## config.mk

```make
export PLATFORM = sky130hd
export DESIGN_NAME = bbd_regs
export DESIGN_NICKNAME = d
export VERILOG_FILES = /design/src/verilog/bbd_pkg.sv /design/src/verilog/bbd_regs.sv
export SDC_FILE = /design/constraint.sdc
export NUM_CORES = 1
export LEC_CHECK = 0
export BUFFER_PORTS_ARGS = -buffer_cell sky130_fd_sc_hd__buf_2
export CAP_MARGIN = 40
export CELL_PAD_IN_SITES_DETAIL_PLACEMENT = 0
export CELL_PAD_IN_SITES_GLOBAL_PLACEMENT = 1
export CORE_AREA = 3 3 164 126
export DETAILED_ROUTE_END_ITERATION = 7
export DIE_AREA = 0 0 167 129
export GPL_ROUTABILITY_DRIVEN = 0
export PLACE_DENSITY_LB_ADDON = 0.1
export SETUP_SLACK_MARGIN = 0.3
export SLEW_MARGIN = 20
export SYNTH_ARGS = -nofsm -noshare
export SYNTH_HDL_FRONTEND = slang
export SYNTH_SLANG_ARGS = --single-unit
```

## constraint.sdc

```tcl
create_clock -name clk_sys -period 4.5 [get_ports clk_sys]
set_clock_uncertainty 0.15 [all_clocks]
set_input_delay 0.45 -clock clk_sys [delete_from_list [all_inputs] [get_ports clk_sys]]
set_output_delay 0.45 -clock clk_sys [all_outputs]
set_load 0.005 [all_outputs]
```

## src/verilog/bbd_pkg.sv

```systemverilog
// Package for the backlight boost and diagnostics register group.
// Assumes a 16-bit register port driven by the serial control front end.
package bbd_pkg;
	localparam int unsigned BBD_AW = 10;
	localparam int unsigned BBD_DW = 16;
	localparam int unsigned BBD_NOUT = 6;
	localparam logic [9:0] BBD_OFS_SUPPLY = 10'h288;
	localparam logic [9:0] BBD_OFS_SHORT = 10'h28A;
	localparam logic [9:0] BBD_OFS_STATE = 10'h2A4;
	localparam logic [9:0] BBD_OFS_IN_DUTY = 10'h2A6;
	localparam logic [9:0] BBD_OFS_OUT_DUTY = 10'h2A8;
	localparam logic [9:0] BBD_OFS_SINK = 10'h2AA;
	localparam logic [9:0] BBD_OFS_BOOST = 10'h2AC;
	localparam logic [9:0] BBD_OFS_AUTODET = 10'h2AE;
	localparam logic [15:0] BBD_RST_SUPPLY = 16'h01C0;
	localparam logic [15:0] BBD_RST_SHORT = 16'h2882;
	localparam int unsigned BBD_SUPPLY_LSB = 10;
	localparam int unsigned BBD_LEVEL_LSB = 9;
	localparam int unsigned BBD_RATE_LSB = 6;
	localparam int unsigned BBD_SWR_LSB = 3;
	localparam int unsigned BBD_TOPO_LSB = 0;
	localparam int unsigned BBD_PWM_WIN_BITS = 16;
	localparam logic [4:0] BBD_ST_REG_START = 5'h01;
	localparam logic [4:0] BBD_ST_NV_READ = 5'h02;
	localparam logic [4:0] BBD_ST_STANDBY = 5'h03;
	localparam logic [4:0] BBD_ST_BOOST_LO = 5'h04;
	localparam logic [4:0] BBD_ST_BOOST_HI = 5'h0C;
	localparam logic [4:0] BBD_ST_NORMAL = 5'h0D;
	localparam logic [4:0] BBD_ST_DISCHARGE = 5'h0E;
	localparam logic [4:0] BBD_ST_SHUTDOWN = 5'h0F;
	localparam logic [4:0] BBD_ST_FAULT_REC = 5'h10;
	localparam logic [4:0] BBD_ST_ALL_FAIL = 5'h11;
	// Short thresholds in millivolts, codes 0 to 7
	localparam logic [12:0] BBD_THR_MV [8] = '{13'd2600, 13'd3000,
		13'd3400, 13'd3800, 13'd4200, 13'd4800, 13'd5200, 13'd6000};

	typedef enum logic [3:0] {
		BBD_MS_OFF,
		BBD_MS_REG_START,
		BBD_MS_NV_READ,
		BBD_MS_STANDBY,
		BBD_MS_BOOST_START,
		BBD_MS_NORMAL,
		BBD_MS_DISCHARGE,
		BBD_MS_SHUTDOWN,
		BBD_MS_FAULT_REC,
		BBD_MS_ALL_FAIL
	} bbd_main_t;

	typedef struct packed {
		logic [15:0] out_duty;
		logic [11:0] sink_dac;
		logic [10:0] boost_code;
		logic [2:0] dim_rate;
		logic [2:0] sw_rate;
		logic [2:0] topology;
	} bbd_mon_t;
endpackage

```

## src/verilog/bbd_regs.sv

```systemverilog
// Control and diagnostic registers of the backlight driver.
// Assumes a synchronous register port from the serial interface logic,
// analog comparisons already digitised into millivolt codes.
// What this block does
// RQ1: Bits 15..10 choose boost (0) or external supply (1) per output.
// RQ2: Bits 11..9 pick one of eight short thresholds, 2.6 V to 6.0 V.
// RQ3: Short fault only while driver enabled and pin above threshold.
// RQ4: Bits 4..0 show the live main state code.
// RQ5: Boost startup shows codes 4 to 12.
// RQ6: PWM input duty measured and shown as 16 bits.
// RQ7: Applied output 0 duty code readable.
// RQ8: Output 0 sink DAC code in bits 11..0, upper bits zero.
// RQ9: Boost voltage code in bits 10..0, upper bits zero.
// RQ10: Per-output mask bit set suppresses short detection.
// RQ11: Auto-detect bits 8..6 give detected dimming rate.
// RQ12: Auto-detect bits 5..3 give detected switching rate.
// RQ13: Auto-detect bits 2..0 give detected string topology.
// RQ14: Writes to monitor registers ignored; host keeps reserved bits.
`timescale 1ns/1ps
module bbd_regs
	import bbd_pkg::*;
#(
	parameter int unsigned WIN_BITS = BBD_PWM_WIN_BITS
) (
	input wire logic clk_sys,
	input wire logic reset_n,
	input wire logic [BBD_AW-1:0] reg_addr,
	input wire logic reg_wr,
	input wire logic reg_rd,
	input wire logic [BBD_DW-1:0] reg_wdata,
	output logic [BBD_DW-1:0] reg_rdata,
	output logic reg_rvalid,
	input wire bbd_main_t main_state,
	input wire logic [3:0] boost_step,
	input wire logic pwm_in,
	input wire bbd_mon_t mon,
	input wire logic driver_en,
	input wire logic [BBD_NOUT-1:0] short_mask,
	input wire logic [12:0] pin_mv [BBD_NOUT],
	output logic [BBD_NOUT-1:0] supply_source,
	output logic [12:0] short_level_mv,
	output logic [BBD_NOUT-1:0] short_fault
);
	typedef struct packed {
		logic [15:0] supply;
		logic [15:0] short_ctl;
		logic [15:0] rdata;
		logic rvalid;
		logic [4:0] state_code;
		logic [2:0] pwm_sync;
		logic pwm_lvl;
		logic [WIN_BITS-1:0] win_cnt;
		logic [WIN_BITS:0] hi_cnt;
		logic [15:0] in_duty;
		logic [BBD_NOUT-1:0] fault;
		logic [12:0] level_mv;
		logic [BBD_NOUT-1:0] src;
	} bbd_state_t;

	bbd_state_t s_q;
	bbd_state_t s_d;
	logic rst_meta_n_q;
	logic rst_n_q;
	logic win_end;

	function automatic logic [4:0] state_code(bbd_main_t st,
		logic [3:0] step);
		logic [4:0] code;
		code = 5'h00;
		case (st)
			BBD_MS_REG_START: code = BBD_ST_REG_START;
			BBD_MS_NV_READ: code = BBD_ST_NV_READ;
			BBD_MS_STANDBY: code = BBD_ST_STANDBY;
			BBD_MS_BOOST_START: begin
				// Step beyond the range saturates at the top code
				if ({1'b0, step} > BBD_ST_BOOST_HI - BBD_ST_BOOST_LO)
					code = BBD_ST_BOOST_HI;
				else
					code = BBD_ST_BOOST_LO + {1'b0, step};
			end
			BBD_MS_NORMAL: code = BBD_ST_NORMAL;
			BBD_MS_DISCHARGE: code = BBD_ST_DISCHARGE;
			BBD_MS_SHUTDOWN: code = BBD_ST_SHUTDOWN;
			BBD_MS_FAULT_REC: code = BBD_ST_FAULT_REC;
			BBD_MS_ALL_FAIL: code = BBD_ST_ALL_FAIL;
			default: code = 5'h00;
		endcase
		return code;
	endfunction

	// Release reset through two flops
	always_ff @(posedge clk_sys or negedge reset_n) begin
		if (!reset_n) begin
			rst_meta_n_q <= 1'b0;
			rst_n_q <= 1'b0;
		end else begin
			rst_meta_n_q <= 1'b1;
			rst_n_q <= rst_meta_n_q;
		end
	end

	assign win_end = &s_q.win_cnt;

	always_comb begin
		s_d = s_q;
		s_d.rvalid = 1'b0;
		if (reg_wr) begin
			// Only the two control words accept data [RQ14]
			if (reg_addr == BBD_OFS_SUPPLY)
				s_d.supply = reg_wdata; // [RQ1]
			if (reg_addr == BBD_OFS_SHORT)
				s_d.short_ctl = reg_wdata; // [RQ2]
		end
		// Read sees the old word if a write lands in the same cycle
		if (reg_rd) begin
			s_d.rvalid = 1'b1;
			case (reg_addr)
				BBD_OFS_SUPPLY: s_d.rdata = s_q.supply;
				BBD_OFS_SHORT: s_d.rdata = s_q.short_ctl;
				BBD_OFS_STATE: s_d.rdata = {11'h000, s_q.state_code}; // [RQ4]
				BBD_OFS_IN_DUTY: s_d.rdata = s_q.in_duty; // [RQ6]
				BBD_OFS_OUT_DUTY: s_d.rdata = mon.out_duty; // [RQ7]
				BBD_OFS_SINK: s_d.rdata = {4'h0, mon.sink_dac}; // [RQ8]
				BBD_OFS_BOOST: s_d.rdata = {5'h00, mon.boost_code}; // [RQ9]
				BBD_OFS_AUTODET: s_d.rdata = {7'h00, mon.dim_rate, // [RQ11]
					mon.sw_rate, mon.topology}; // [RQ12] [RQ13]
				default: s_d.rdata = 16'h0000;
			endcase
		end
		s_d.state_code = state_code(main_state, boost_step); // [RQ4] [RQ5]
		// Three flops on the pin; level moves when the last two agree
		s_d.pwm_sync = {s_q.pwm_sync[1:0], pwm_in};
		if (s_q.pwm_sync[2] == s_q.pwm_sync[1])
			s_d.pwm_lvl = s_q.pwm_sync[2];
		// High time over a fixed window, scaled to 16 bits [RQ6]
		s_d.win_cnt = s_q.win_cnt + 1'b1;
		if (win_end) begin
			if (s_q.hi_cnt[WIN_BITS])
				s_d.in_duty = 16'hFFFF;
			else
				s_d.in_duty = 16'(s_q.hi_cnt[WIN_BITS-1:0] << (16 - WIN_BITS));
			s_d.hi_cnt = {{WIN_BITS{1'b0}}, s_q.pwm_lvl};
		end else begin
			s_d.hi_cnt = s_q.hi_cnt + {{WIN_BITS{1'b0}}, s_q.pwm_lvl};
		end
		// Level is registered, so a new code bites one cycle later
		s_d.level_mv = BBD_THR_MV[s_q.short_ctl[BBD_LEVEL_LSB +: 3]]; // [RQ2]
		for (int i = 0; i < BBD_NOUT; i++) begin
			// Masked outputs never flag; comparison against the registered level
			s_d.fault[i] = driver_en && !short_mask[i] && // [RQ3] [RQ10]
				(pin_mv[i] > s_q.level_mv);
		end
		s_d.src = s_q.supply[BBD_SUPPLY_LSB +: BBD_NOUT]; // [RQ1]
	end

	always_ff @(posedge clk_sys or negedge rst_n_q) begin
		if (!rst_n_q) begin
			s_q <= '0;
			s_q.supply <= BBD_RST_SUPPLY;
			s_q.short_ctl <= BBD_RST_SHORT;
			s_q.level_mv <= BBD_THR_MV[BBD_RST_SHORT[BBD_LEVEL_LSB +: 3]];
		end else begin
			s_q <= s_d;
		end
	end

	assign reg_rdata = s_q.rdata;
	assign reg_rvalid = s_q.rvalid;
	assign supply_source = s_q.src;
	assign short_level_mv = s_q.level_mv;
	assign short_fault = s_q.fault;

	// Outputs settle one cycle after their inputs; supply_source and short_level_mv two cycles after the write
	AST_SUPPLY_WRITE: assert property (@(posedge clk_sys) // [RQ1]
		disable iff (!rst_n_q)
		reg_wr && reg_addr == BBD_OFS_SUPPLY |=> ##1
		supply_source == $past(reg_wdata[15:10], 2))
		else $error("supply source not taken from write");

	AST_LEVEL_MAP: assert property (@(posedge clk_sys) // [RQ2]
		disable iff (!rst_n_q)
		reg_wr && reg_addr == BBD_OFS_SHORT && reg_wdata[11:9] == 3'h5
		##1 !(reg_wr && reg_addr == BBD_OFS_SHORT) |=>
		short_level_mv == 13'd4800)
		else $error("threshold code 5 not 4.8 V");

	AST_FAULT_NEEDS_EN: assert property (@(posedge clk_sys) // [RQ3]
		disable iff (!rst_n_q)
		!driver_en |=> short_fault == '0)
		else $error("short fault with driver disabled");

	AST_MASK_BLOCKS: assert property (@(posedge clk_sys) // [RQ10]
		disable iff (!rst_n_q)
		short_mask != '0 |=> (short_fault & $past(short_mask)) == '0)
		else $error("masked output flagged short");

	AST_NORMAL_CODE: assert property (@(posedge clk_sys) // [RQ4]
		disable iff (!rst_n_q)
		main_state == BBD_MS_NORMAL ##1 reg_rd && reg_addr == BBD_OFS_STATE
		|=> reg_rvalid && reg_rdata == 16'h000D)
		else $error("normal state code wrong");

	AST_BOOST_RANGE: assert property (@(posedge clk_sys) // [RQ5]
		disable iff (!rst_n_q)
		main_state == BBD_MS_BOOST_START |=>
		s_q.state_code >= 5'h04 && s_q.state_code <= 5'h0C)
		else $error("boost startup code out of range");

	AST_DUTY_AT_WINDOW: assert property (@(posedge clk_sys) // [RQ6]
		disable iff (!rst_n_q)
		$changed(s_q.in_duty) |-> $past(win_end))
		else $error("input duty changed outside window end");

	AST_SINK_UPPER_ZERO: assert property (@(posedge clk_sys) // [RQ8]
		disable iff (!rst_n_q)
		reg_rd && reg_addr == BBD_OFS_SINK |=>
		reg_rvalid && reg_rdata[15:12] == 4'h0)
		else $error("sink monitor upper bits not zero");

	AST_BOOST_UPPER_ZERO: assert property (@(posedge clk_sys) // [RQ9]
		disable iff (!rst_n_q)
		reg_rd && reg_addr == BBD_OFS_BOOST |=> reg_rdata[15:11] == 5'h00)
		else $error("boost monitor upper bits not zero");

	AST_RO_WRITE_IGNORED: assert property (@(posedge clk_sys) // [RQ14]
		disable iff (!rst_n_q)
		reg_wr && reg_addr != BBD_OFS_SUPPLY && reg_addr != BBD_OFS_SHORT
		|=> $stable(s_q.supply) && $stable(s_q.short_ctl))
		else $error("write to monitor changed control");

	AST_SUPPLY_READBACK: assert property (@(posedge clk_sys) // [RQ1]
		disable iff (!rst_n_q)
		reg_wr && reg_addr == BBD_OFS_SUPPLY ##1 !reg_wr
		##1 reg_rd && !reg_wr && reg_addr == BBD_OFS_SUPPLY
		|=> reg_rdata == $past(reg_wdata, 3))
		else $error("supply word read back differs from write");

	AST_LEVEL_LOWEST: assert property (@(posedge clk_sys) // [RQ2]
		disable iff (!rst_n_q)
		reg_wr && reg_addr == BBD_OFS_SHORT && reg_wdata[11:9] == 3'h0
		##1 !(reg_wr && reg_addr == BBD_OFS_SHORT) |=>
		short_level_mv == BBD_THR_MV[0])
		else $error("threshold code 0 not 2.6 V");

	AST_LEVEL_HIGHEST: assert property (@(posedge clk_sys) // [RQ2]
		disable iff (!rst_n_q)
		reg_wr && reg_addr == BBD_OFS_SHORT && reg_wdata[11:9] == 3'h7
		##1 !(reg_wr && reg_addr == BBD_OFS_SHORT) |=>
		short_level_mv == BBD_THR_MV[7])
		else $error("threshold code 7 not 6.0 V");

	AST_FAULT_ABOVE: assert property (@(posedge clk_sys) // [RQ3]
		disable iff (!rst_n_q)
		driver_en && !short_mask[1] && pin_mv[1] > short_level_mv
		|=> short_fault[1])
		else $error("output above threshold not flagged");

	AST_FAULT_AT_LEVEL: assert property (@(posedge clk_sys) // [RQ3]
		disable iff (!rst_n_q)
		!(pin_mv[0] > short_level_mv) |=> !short_fault[0])
		else $error("output at threshold flagged short");

	AST_ALL_FAIL_CODE: assert property (@(posedge clk_sys) // [RQ4]
		disable iff (!rst_n_q)
		main_state == BBD_MS_ALL_FAIL |=> s_q.state_code == BBD_ST_ALL_FAIL)
		else $error("all outputs failed state code wrong");

	AST_BOOST_SATURATE: assert property (@(posedge clk_sys) // [RQ5]
		disable iff (!rst_n_q)
		main_state == BBD_MS_BOOST_START && boost_step > 4'h8 |=>
		s_q.state_code == BBD_ST_BOOST_HI)
		else $error("late boost step left startup range");

	AST_DUTY_FULL: assert property (@(posedge clk_sys) // [RQ6]
		disable iff (!rst_n_q)
		win_end && s_q.hi_cnt[WIN_BITS] |=> s_q.in_duty == 16'hFFFF)
		else $error("all high window not full scale");

	AST_OUT_DUTY_LIVE: assert property (@(posedge clk_sys) // [RQ7]
		disable iff (!rst_n_q)
		reg_rd && reg_addr == BBD_OFS_OUT_DUTY |=>
		reg_rdata == $past(mon.out_duty))
		else $error("output duty monitor not live");

	AST_AUTODET_RATE: assert property (@(posedge clk_sys) // [RQ11]
		disable iff (!rst_n_q)
		reg_rd && reg_addr == BBD_OFS_AUTODET |=> reg_rdata[15:9] == 7'h00
		&& reg_rdata[BBD_RATE_LSB +: 3] == $past(mon.dim_rate))
		else $error("dimming rate field wrong");

	AST_AUTODET_SWITCH: assert property (@(posedge clk_sys) // [RQ12]
		disable iff (!rst_n_q)
		reg_rd && reg_addr == BBD_OFS_AUTODET |=>
		reg_rdata[BBD_SWR_LSB +: 3] == $past(mon.sw_rate))
		else $error("switching rate field wrong");

	AST_AUTODET_TOPO: assert property (@(posedge clk_sys) // [RQ13]
		disable iff (!rst_n_q)
		reg_rd && reg_addr == BBD_OFS_AUTODET |=>
		reg_rdata[BBD_TOPO_LSB +: 3] == $past(mon.topology))
		else $error("string topology field wrong");

	COV_FAULT: cover property (@(posedge clk_sys) disable iff (!rst_n_q)
		driver_en ##1 short_fault != '0);
	COV_BOOST_TOP: cover property (@(posedge clk_sys) disable iff (!rst_n_q)
		s_q.state_code == 5'h0C);
	COV_FULL_DUTY: cover property (@(posedge clk_sys) disable iff (!rst_n_q)
		s_q.in_duty == 16'hFFFF);
	COV_AUTODET_READ: cover property (@(posedge clk_sys)
		disable iff (!rst_n_q) reg_rd && reg_addr == BBD_OFS_AUTODET);
	COV_STEP_SATURATED: cover property (@(posedge clk_sys)
		disable iff (!rst_n_q) main_state == BBD_MS_BOOST_START && boost_step > 4'h8);
endmodule
```

After elaboration in Yosys (flattened, before gate mapping)
Memory sizes are Yosys's and may differ from the RTL's. A register that Yosys moved wholly into a read port is not among the register bits.
Index checks and enable logic that the tools add are counted.
{"block": "classes", "addsub": 3, "n_mul": 0, "div": 0, "n_lt_le_gt_ge": 7, "eq_ne": 18, "shift": 0, "n_mux": 6, "bitwise": 1, "n_reduce_logical": 22}
{"operator": "one-hot mux 16 bit (8 select lines)", "n": 1}
{"operator": "== test 10 bit, second input constant", "n": 8}
{"operator": "> comparator 13 bit", "n": 6}
{"operator": "one-hot mux 5 bit (9 select lines)", "n": 1}
{"operator": "adder 17 x 1 -> 17 bit", "n": 1}
{"operator": "two-way mux 17 bit", "n": 1}
{"operator": "adder 16 x 1 -> 16 bit, second input constant", "n": 1}
{"operator": "== test 4 x 3 -> 1 bit, second input constant", "n": 4}
{"operator": "two-way mux 16 bit", "n": 1}
{"operator": "AND reduction 16 bit", "n": 1}
{"operator": "logical AND 1 bit", "n": 12}
{"operator": "== test 4 x 2 -> 1 bit, second input constant", "n": 2}
{"operator": "== test 4 bit, second input constant", "n": 2}
{"operator": "logical NOT 1 bit", "n": 7}
{"operator": "adder 3 x 4 -> 5 bit, first input constant", "n": 1}
{"operator": "two-way mux 5 bit", "n": 1}
{"operator": "== test 4 x 1 -> 1 bit, second input constant", "n": 1}
{"operator": "> comparator 4 bit, second input constant", "n": 1}
{"operator": "NOT 3 -> 4 bit", "n": 1}
{"operator": "AND reduction 2 bit", "n": 2}
{"operator": "== test 1 bit", "n": 1}
{"operator": "two-way mux 1 bit", "n": 1}
{"block": "word_totals", "reg_bits": 121, "latchBits": 0, "ram_bits": 0, "mem_bits_ro": 104, "in_bits": 172, "output_inout_bits": 42, "elab_cells": 72, "memories": 1}
{"memory": "(name not given)", "words": 8, "width": 13, "read_ports": 1, "rd_clocked_by_memory_dff": 1, "wr": 0, "line_no": "bbd_regs.sv:147", "source": "s_d.level_mv = BBD_THR_MV[s_q.short_ctl[BBD_LEVEL_LSB +: 3]];"}

Depth between registers and ports, before layout
Gate-level depths: netlist (run 1).
{"block": "depth", "word_depth": 3, "mapped_depth": 7}

Worst setup path before layout (run 1)
No wires, ideal clock.
{"block": "synth_timing", "path_type": "input to register", "from": "input port reg_addr[8]", "to": "register s_q, in the netlist s_d[0]", "t_arrival_ns": 2.445, "slack_ns": 1.780, "cell_stages": 7, "n_path_buf": 3, "path_cell_list": "or3b_4 > or4_4 > buf_6 > or3b_1 > buf_6 > buf_12 > mux2_4"}
{"block": "synth_via", "elab_chain_len": 2}
{"item": "from (decl)", "line_no": "bbd_regs.sv:27", "source": "input wire logic [BBD_AW-1:0] reg_addr,"}
{"item": "== test 10 bit", "line_no": "bbd_regs.sv:109", "source": "if (reg_addr == BBD_OFS_SUPPLY)"}
{"item": "AND reduction 2 bit (no source line)"}
{"item": "to (decl)", "line_no": "bbd_regs.sv:60", "source": "bbd_state_t s_q;"}
No other way between the ends.
A chain may end at the register's enable or synchronous reset.

Final worst setup path (run 1)
{"block": "layout_timing", "from": "input port reg_addr[8]", "to": "register s_q, in the netlist s_d[2]"}
The elaborated chain is that of the path after synthesis.

==> results.cfg, run 1 <==
[final_layout]
fill_cells = 1812
fin_cells = 1182
area_growth_pct = 22.7
fin_area_um2 = 9320
drive_gt1_share_pct = 32.5
fin_nets = 1154

[global_route]
busiest_layer = met2
antenna_found_initial = 1
use_met3_pct = 3.44
grt_pass1_vias = 6101
use_met1_pct = 27.3
grt_max_degree = 50
grt_pass1_wl_um = 32900
grt_usage_pct = 19.6
grtUsageMet2_pct = 31.3
gr-total-overflow = 0

[clock_network]
htreeDepth = 4
clock-sinks = 131
root_buffer = clkbuf_16
cts_tree = built
post_cts_resize_count = 0
clk_pin_slew_worst_paths_ps = 60
post_cts_buffers = 0
cts.path.max_buffers = 2
clk_latency_ps = 410
postCtsHoldBufs = 2
numCtsBuffers = 17

[place]
port_buffers = 210
numPlacedInstances = 1146
placed_area_um2 = 8640
pre_cts_ws_ps = 1350
hpwl_um = 16500

[synth]
ys.flop_type = dfrtp_1
synth-seq-cells = 131
synthArstFlopShare_pct = 100
synth_area_leaders = dfrtp_1 40%, ha_1 11%, mux2i_1 5.5%
syn_inst = 739
synthTopCellsByCount = 120 x dfrtp_1, 67 x ha_1, 63 x a21oi_1
synth_cell_types = 52
ys_warn_count = 0
synth_top_cell_by_area = dfrtp_1
synth_edf_count = 0
synth_most_common_cell = dfrtp_1
synth_top_area_share_pct = 39.5
syn-cell-area_um2 = 7600
yosysSeqAreaShare_pct = 43.3
synth.avg_cell_area_um2 = 10.3

[setup_path]
cp-startpoint = reg_addr[8]
cp-start-kind = input pin
crit_end = s_d[2]
r2r_cells = 5
critPathMaxStageDelay_ps = 640
cp.required_ps = 4650
endpoint_kind = flop
timing.rr.start = s_q[58]
critPathKind = input pin to flop
r2r_setup_slack_ps = 2390
crit_slowest_cell = or4_4
worstPathCellList = buf_2 > or3b_4 > or4_4 > or3b_1 > buf_8 > mux2_4
r2r_end = s_q[41]
worstPathMaxFanout = 17
arrival_ps = 2800

[sta]
fin_crit_ps = 2650
slew_violations = 0
tightest_slew_ps = 618
fin_crit_sh_pct = 58.8
fmaxAchievable_mhz = 378
hold_violations = 0
rsz0062_at_grt = false
relSlewSlack_pct = 58.8
setup_slack_ps = 1850
setup-tns-final_ps = 0
hold_ws_ps = 36.1
setup_viol = 0

[drt]
first_iter_violations = 355
drt_wl_total_um = 21000
vias = 6076
ant_nets = 0
wl_per_cell_um = 17.8
via_per_inst = 5.14
drcViolationCount = 0
dr.pass1.iters = 5

[min_path]
hold_class = input pin to flop
min-delay-start = short_mask[4]

[floorplanning]
die_h_um = 129
initial_utilization_pct = 39.5
die_area_um2 = 21500
die_width_um = 167
ios = 214
placementRows = 44
coreArea_um2 = 19200

[run_status]
status = complete, no violations

[pwr]
p_leak_nw = 4.81
pwr_density_cell_nw_per_um2 = 338
peakVddDrop_mv = 0.250

[job]
drv_cap = 0
## metal layers
| metal | share of wire [%] | routed length [µm] | up-vias |
|---|---|---|---|
| met5 | 0 | 0 | - |
| met3 | 3.9 | 815 | 28 |
| li1 | - | - | 2970 |
| met1 | 47 | 9880 | 2955 |
| met4 | 1.8 | 378 | 0 |
| met2 | 47 | 9960 | 123 |
## where the power goes
part / internal [mW] / switching (mW)
Combinational: 0.177 / 0.197
Sequential: 1.23 / 0.0504
Clock: 0.973 / 0.524
Total: 2.38 / 0.771
## stage by stage
| stage | power, mW | utilization, % |
|---|---|---|
| detailed placement | 1.68 | 45.0 |
| floorplan | 1.52 | - |
| global placement | 1.66 | 44.7 |
| finish | 3.15 | 48.5 |
| CTS | 3.19 | 48.4 |
| global route | 3.30 | 48.5 |
## kinds of logic (layout without fill, tap and decap cells)
kind of cell,count (synthesis),in the layout,share of synthesized area (%)
AND/OR/NAND/NOR,197,197,13.4
AO/OA/AOI/OAI,137,137,10.5
flip-flops,131,131,43.3
buffers and inverters,102,289,7.49
multiplexers,74,74,10.8
adder cells (fa/ha/maj),68,68,11.2
XOR/XNOR,28,28,3.23
other,2,5,0.0989
## sequential cells by signal (all words and copies together) (netlist names)
signal / count
s_q: 82
reg_rdata: 16
short_level_mv: 10
s_d: 8
short_fault: 6
supply_source: 6
reg_rvalid: 1
rst_meta_n_q: 1
rst_n_q: 1
## worst min path at each step
| stage | to | slack [ps] | depth (start not counted) |
|---|---|---|---|
| after global placement | rst_meta_n_q | 90 | 1 |
| after detailed placement | rst_meta_n_q | 90 | 1 |
| after global routing | short_fault[3] | 30 | 2 |
| after CTS | short_fault[4] | 20 | 2 |
| final | short_fault[4] | 40 | 2 |
| after floorplan | rst_meta_n_q | 4 | 0 |
## cells in the final DEF (no fill, tap or decap), types with 18 or more instances in the layout
master     n
buf_2    211
dfrtp_1  119
ha_1      67
a21oi_1   63
nor2_1    61
mux2i_1   42
inv_1     35
nand2_1   32
o21ai_0   25
nand3_1   22
mux2_2    22
o22ai_1   18
## cell type report
class | instances | area [µm²] | area share [%]
Inverter | 35 | 131 | 1.41
Sequential cell | 131 | 3300 | 35.4
Clock inverter | 12 | 176 | 1.89
Multi-Input combinational cell | 508 | 3750 | 40.3
Tap cell | 253 | 317 | 3.40
Timing Repair Buffer | 222 | 1170 | 12.6
Antenna cell | 1 | 2.50 | 0.0269
Clock buffer | 20 | 467 | 5.01
## critical path: cells and delay by family
| kind | cells | cell delay [ps] |
|---|---|---|
| multiplexers | 1 | 290 |
| AND/OR/NAND/NOR | 3 | 1700 |
| buffers and inverters | 2 | 340 |
No activity file was read; power rests on OpenSTA's default activity.
==> inputs of run 2 (changes only) <==
--- a/config.mk
+++ b/config.mk
@@ -5,13 +5,14 @@
 export SDC_FILE = /design/constraint.sdc
 export NUM_CORES = 1
 export LEC_CHECK = 0
+export ABC_AREA = 1
 export BUFFER_PORTS_ARGS = -buffer_cell sky130_fd_sc_hd__buf_2
 export CAP_MARGIN = 40
 export CELL_PAD_IN_SITES_DETAIL_PLACEMENT = 0
 export CELL_PAD_IN_SITES_GLOBAL_PLACEMENT = 1
-export CORE_AREA = 3 3 164 126
+export CORE_AREA = 3 3 170 131
 export DETAILED_ROUTE_END_ITERATION = 7
-export DIE_AREA = 0 0 167 129
+export DIE_AREA = 0 0 173 134
 export GPL_ROUTABILITY_DRIVEN = 0
 export PLACE_DENSITY_LB_ADDON = 0.1
 export SETUP_SLACK_MARGIN = 0.3
==> constraint.sdc (replaced) <==
create_clock -name clk_sys -period 2.7 [get_ports clk_sys]
set_clock_uncertainty 0.15 [all_clocks]
set_input_delay 0.27 -clock clk_sys [delete_from_list [all_inputs] [get_ports clk_sys]]
set_output_delay 0.27 -clock clk_sys [all_outputs]
set_load 0.005 [all_outputs]
==> run 2 against run 1 <==
Via count is 18% higher. Wire length is 9.5% higher. Die area is 7.6% higher. Clock-buffer cell count is 2 lower. Sequential share of layout area is 2.5 points lower. Synthesized cell count is 36% higher. Global-route usage is 0.66 points higher. Flip-flop and latch count stayed put. Power is 61% higher. First-iteration DRC count is 48% higher. Critical path depth is 1 higher. Core utilization is 0.41 points lower. Critical path type is now flop to flop. Largest cell class unchanged.
==> results.cfg, run 2 <==
[drt]
first_iter_violations = 525
vias = 7157
dr.pass1.iters = 5
ant_nets = 0
drt_wl_total_um = 23000
drcViolationCount = 0
via_per_inst = 4.75
wl_per_cell_um = 15.3

[sta]
hold_violations = 0
fmaxAchievable_mhz = 492
tightest_slew_ps = 743
setup-tns-final_ps = 0
relSlewSlack_pct = 50.3
fin_crit_ps = 2030
setup_viol = 0
fin_crit_sh_pct = 75.3
rsz0062_at_grt = false
setup_slack_ps = 666
slew_violations = 0
hold_ws_ps = 17.0

[synth]
synth_area_leaders = dfrtp_1 37%, nand2_1 12%, ha_1 10%
synth-seq-cells = 131
synthTopCellsByCount = 247 x nand2_1, 120 x dfrtp_1, 94 x inv_1
synth_cell_types = 39
ys.flop_type = dfrtp_1
syn_inst = 1003
syn-cell-area_um2 = 8020
ys_warn_count = 0
synth_top_cell_by_area = dfrtp_1
synth.avg_cell_area_um2 = 8.00
synthArstFlopShare_pct = 100
synth_most_common_cell = nand2_1
synth_top_area_share_pct = 37.4
yosysSeqAreaShare_pct = 41.0
synth_edf_count = 0

[clock_network]
cts_tree = built
postCtsHoldBufs = 32
numCtsBuffers = 17
clock-sinks = 131
post_cts_buffers = 0
post_cts_resize_count = 0
cts.path.max_buffers = 2
clk_latency_ps = 420
root_buffer = clkbuf_16
clk_pin_slew_worst_paths_ps = 60
htreeDepth = 4

[floorplanning]
die_area_um2 = 23200
coreArea_um2 = 20800
die_h_um = 134
die_width_um = 173
ios = 214
placementRows = 46
initial_utilization_pct = 38.5

[place]
port_buffers = 210
pre_cts_ws_ps = 667
hpwl_um = 17800

[global_route]
antenna_found_initial = 0
grt_pass1_vias = 6986
grt_pass1_wl_um = 37300
grt_usage_pct = 20.2
gr-total-overflow = 0
grt_max_degree = 60

[final_layout]
diodes = 0
mostFrequentLayoutCell = nand2_1
drive_gt1_share_pct = 23.2
layout_common_cells = 247 x nand2_1, 210 x buf_2, 119 x dfrtp_1
largest_reg_flops = 82
final_util_pct = 48.1
area_growth_pct = 24.9
fin_nets = 1445
top_register = s_q

[run_status]
status = complete, no violations

[job]
drv_cap = 0

[setup_path]
arrival_ps = 2220
r2r_end = s_q[34]
endpoint_kind = flop
worstPathMaxFanout = 32
critPathKind = flop to flop
r2r_setup_slack_ps = 670
cp.required_ps = 2880
cp-start-kind = flop
timing.rr.start = s_q[58]
r2r_cells = 7

[pwr]
pwr_density_cell_nw_per_um2 = 508
peakVddDrop_mv = 0.426
p_leak_nw = 5.40

[min_path]
hold_class = input pin to async pin
==> run 2: metrics by stage <==
stage               instance area [µm²]  power, mW  instances
floorplan                          8030       2.44       1005
global placement                   9080       2.67       1443
detailed placement                 9080       2.67       1443
CTS                               10000       5.16       1506
global route                      10000       5.34       1506
finish                            10000       5.09       1506
==> run 2: power breakdown <==
group | switching, mW | leakage (nW) | internal, mW
combinational | 0.300 | 3.38 | 0.261
sequential | 0.0650 | 1.73 | 2.04
clock | 0.877 | 0.296 | 1.54
==> run 2: critical path: stages, from the launching register on <==
cell     delay (ps)
dfrtp_1         370
ha_1            210
nand3_2         140
nor3_4          250
nand2_4         200
nor2_8          390
o21ai_0         150
o21ai_0          90
==> run 2: per-layer routing <==
layer  wire, µm  track usage (%)
met1      11500             29.9
met2      10500             31.5
met3        969             3.42
met4         88             3.92
met5          0                0
==> run 2: cells by family (layout without fill, tap and decap cells) <==
group | after synthesis | count (layout) | synth area share, %
other | 2 | 4 | 0.0936
adders and majority gates | 68 | 68 | 10.6
AOI/OAI and AO/OA | 124 | 124 | 8.26
xor gates and xnor gates | 23 | 23 | 2.51
and+or+nand+nor | 486 | 486 | 26.9
buffers and inverters | 169 | 382 | 10.7
DFF | 131 | 131 | 41.0
==> run 2: worst max-delay path by stage <==
stage	from	endpoint	depth (start not counted)
2_1_floorplan	rst_n_q	reg_rdata[0]	0
3_3_place_gp	s_q[58]	s_q[34]	7
3_5_place_dp	s_q[58]	s_q[34]	7
4_1_cts	s_q[58]	s_q[34]	7
5_1_grt	s_q[59]	s_q[34]	7
6_report	s_q[58]	s_q[34]	7
==> run 2: area by class of cell <==
class,count,area (µm²)
clock inverter,13,185
multi-input combinational,705,3890
clock buffer,18,429
sequential,131,3300
tap,288,360
timing repair buffer,257,1510
inverter,94,353
fill,2115,10800
==> inputs of run 3 (changes only) <==
--- a/config.mk
+++ b/config.mk
@@ -5,14 +5,14 @@
 export SDC_FILE = /design/constraint.sdc
 export NUM_CORES = 1
 export LEC_CHECK = 0
-export ABC_AREA = 1
+export ABC_AREA = 0
 export BUFFER_PORTS_ARGS = -buffer_cell sky130_fd_sc_hd__buf_2
 export CAP_MARGIN = 40
 export CELL_PAD_IN_SITES_DETAIL_PLACEMENT = 0
 export CELL_PAD_IN_SITES_GLOBAL_PLACEMENT = 1
-export CORE_AREA = 3 3 170 131
+export CORE_AREA = 3 3 172 132
 export DETAILED_ROUTE_END_ITERATION = 7
-export DIE_AREA = 0 0 173 134
+export DIE_AREA = 0 0 175 135
 export GPL_ROUTABILITY_DRIVEN = 0
 export PLACE_DENSITY_LB_ADDON = 0.1
 export SETUP_SLACK_MARGIN = 0.3
==> constraint.sdc (replaced) <==
create_clock -name clk_sys -period 1.85 [get_ports clk_sys]
set_clock_uncertainty 0.15 [all_clocks]
set_input_delay 0.185 -clock clk_sys [delete_from_list [all_inputs] [get_ports clk_sys]]
set_output_delay 0.185 -clock clk_sys [all_outputs]
set_load 0.005 [all_outputs]
==> run 3 against run 2 <==
The flow now finishes with violations (setup timing). Setup slack worse by 760 ps. Clock power rose by 38%. Sequential share of layout area decreased by 3.6 points. Final cell count decreased by 13%. Core utilization is 5.3 points higher. First-iteration DRC count fell by 52%. Sequential power grew 48%. Combinational power up 120%. Non-clock buffer count is 57 higher. Die area grew 1.9%. Critical path type is now input pin to flop. Largest cell class unchanged. Largest power group unchanged. Highest routed layer unchanged.
==> results.cfg, run 3 (synthesis results as in run 1) <==
[setup_path]
cp-start-kind = input pin
arrival_ps = 2090
crit_slowest_cell = or4_4
timing.rr.start = short_level_mv[7]
crit_family = simple AND/OR/NAND/NOR gates
cp.required_ps = 2000
worstPathMaxFanout = 16
path_common_cell = or3b_4
r2r_cells = 7
critPathMaxStageDelay_ps = 540
path_buf_inv = 2
endpoint_kind = flop
worstPathCellList = buf_6 > or3b_4 > or4_4 > or3b_4 > buf_12 > mux2_4
r2r_setup_slack_ps = 0
critPathKind = input pin to flop
r2r_end = short_fault[2]

[global_route]
grt_usage_pct = 18.6
grt_pass1_wl_um = 35000
grt_pass1_vias = 6687
grt_max_degree = 74
antenna_found_initial = 0
gr-total-overflow = 0

[drt]
via_per_inst = 4.94
drt_wl_total_um = 22700
dr.pass1.iters = 4
vias = 6468
first_iter_violations = 250
wl_per_cell_um = 17.4
ant_nets = 0
drcViolationCount = 0

[floorplanning]
die_area_um2 = 23600
die_h_um = 135
die_width_um = 175
placementRows = 46
initial_utilization_pct = 36.1
ios = 214
coreArea_um2 = 21100

[sta]
slew_violations = 0
relSlewSlack_pct = 62.3
tightest_slew_ps = 549
fin_crit_sh_pct = 105
setup_slack_ps = -97.9
hold_violations = 0
setup_viol = 17
rsz0062_at_grt = true
fin_crit_ps = 1950
fmaxAchievable_mhz = 513

[place]
port_buffers = 210
numPlacedInstances = 1206
hpwl_um = 16500
pre_cts_ws_ps = -529

[final_layout]
diodes = 0
fill_cells = 1910
layout_common_cells = 206 x buf_2, 119 x dfrtp_1, 54 x ha_1
fin_cells = 1308
drive_gt1_share_pct = 46.4
area_growth_pct = 48.0
fin_nets = 1246
largest_reg_flops = 82
top_register = s_q
mostFrequentLayoutCell = buf_2

[run_status]
status = finished, violations left
violations = setup timing

[clock_network]
clk_pin_slew_worst_paths_ps = 60
clk_latency_ps = 420
root_buffer = clkbuf_16
cts.path.max_buffers = 2
numCtsBuffers = 17
cts_tree = built
htreeDepth = 4
clock-sinks = 131

[min_path]
hold_class = input pin to flop
min_delay_path_depth = 4
min-delay-start = pin_mv[51]
min_to = short_fault[2]

[pwr]
p_leak_nw = 5.42
pwr_density_cell_nw_per_um2 = 683
finalPower_mw = 7.68
peakVddDrop_mv = 0.597

[job]
drv_cap = 0
[run 3: cell count changes in the layout (fill, tap and decap cells not counted), moves of 25 or more]
cell and change:
mux2i_1 +41, nand3_1 -46, mux2_4 +25, nor2_1 -50
o21ai_1 -37, nand2_1 -220, nand4_1 -35, inv_1 -66
o21ai_0 -25, buf_4 +25
[run 3: area by class of cell]
class / count / area [µm²] / share of cell area (%)
Clock buffer: 19 / 443 / 3.94
Clock inverter: 13 / 149 / 1.32
Inverter: 35 / 139 / 1.24
Multi-Input combinational cell: 508 / 4580 / 40.7
Sequential cell: 131 / 3300 / 29.3
Tap cell: 288 / 360 / 3.20
Timing Repair Buffer: 314 / 2280 / 20.3
[run 3: power breakdown]
part | switching (mW) | internal, mW | total, mW
sequential | 0.122 | 3.00 | 3.12
clock | 1.31 | 2.04 | 3.35
combinational | 0.597 | 0.620 | 1.22
total | 2.03 | 5.65 | 7.68
[run 3: per-layer routing]
metal / up-vias / routed length (µm) / GRT usage (%)
met3: 26 / 974 / 3.51
li1: 3137 / - / -
met2: 151 / 11000 / 31.1
met4: 0 / 314 / 4.52
met5: - / 0 / 0
met1: 3154 / 10400 / 25.2
[run 3: worst reg2reg max path, stage by stage, from the launching register on]
cell and delay [ps]:
dfrtp_1 350, inv_2 60, ha_4 260, or3b_4 390, nor4_4 290, nor3b_2 80
o21ai_1 80, o21ai_1 70
[run 3: worst max-delay path by stage]
stage	cells after the start	to	startpoint
6_report	6	s_q[125]	reg_addr[6]
5_1_grt	7	short_fault[5]	short_level_mv[6]
4_1_cts	6	s_d[2]	reg_addr[8]
3_5_place_dp	6	s_d[2]	reg_addr[8]
3_3_place_gp	6	s_q[125]	reg_addr[8]
2_1_floorplan	7	s_d[0]	reg_addr[8]
[run 3: what timing repair did]
item                       CTS  global route
buffers inserted            17            12
resized for setup           72           105
pin swaps                   12            43
hold endpoints to repair    46             0
cloned                       3             2
hold buffers                37             0
setup endpoints to repair   84            89
[run 3: stage by stage]
step | TNS [ps] | instance area (µm²) | hold slack, ps | utilization [%]
floorplan | -14720 | 7820 | -261 | -
global placement | -16790 | 9090 | -178 | 43.2
detailed placement | -18130 | 9090 | -179 | 43.2
CTS | -625 | 10600 | -12.1 | 50.5
global route | -2230 | 11200 | 13.3 | 53.4
finish | -1210 | 11200 | 6.20 | 53.4
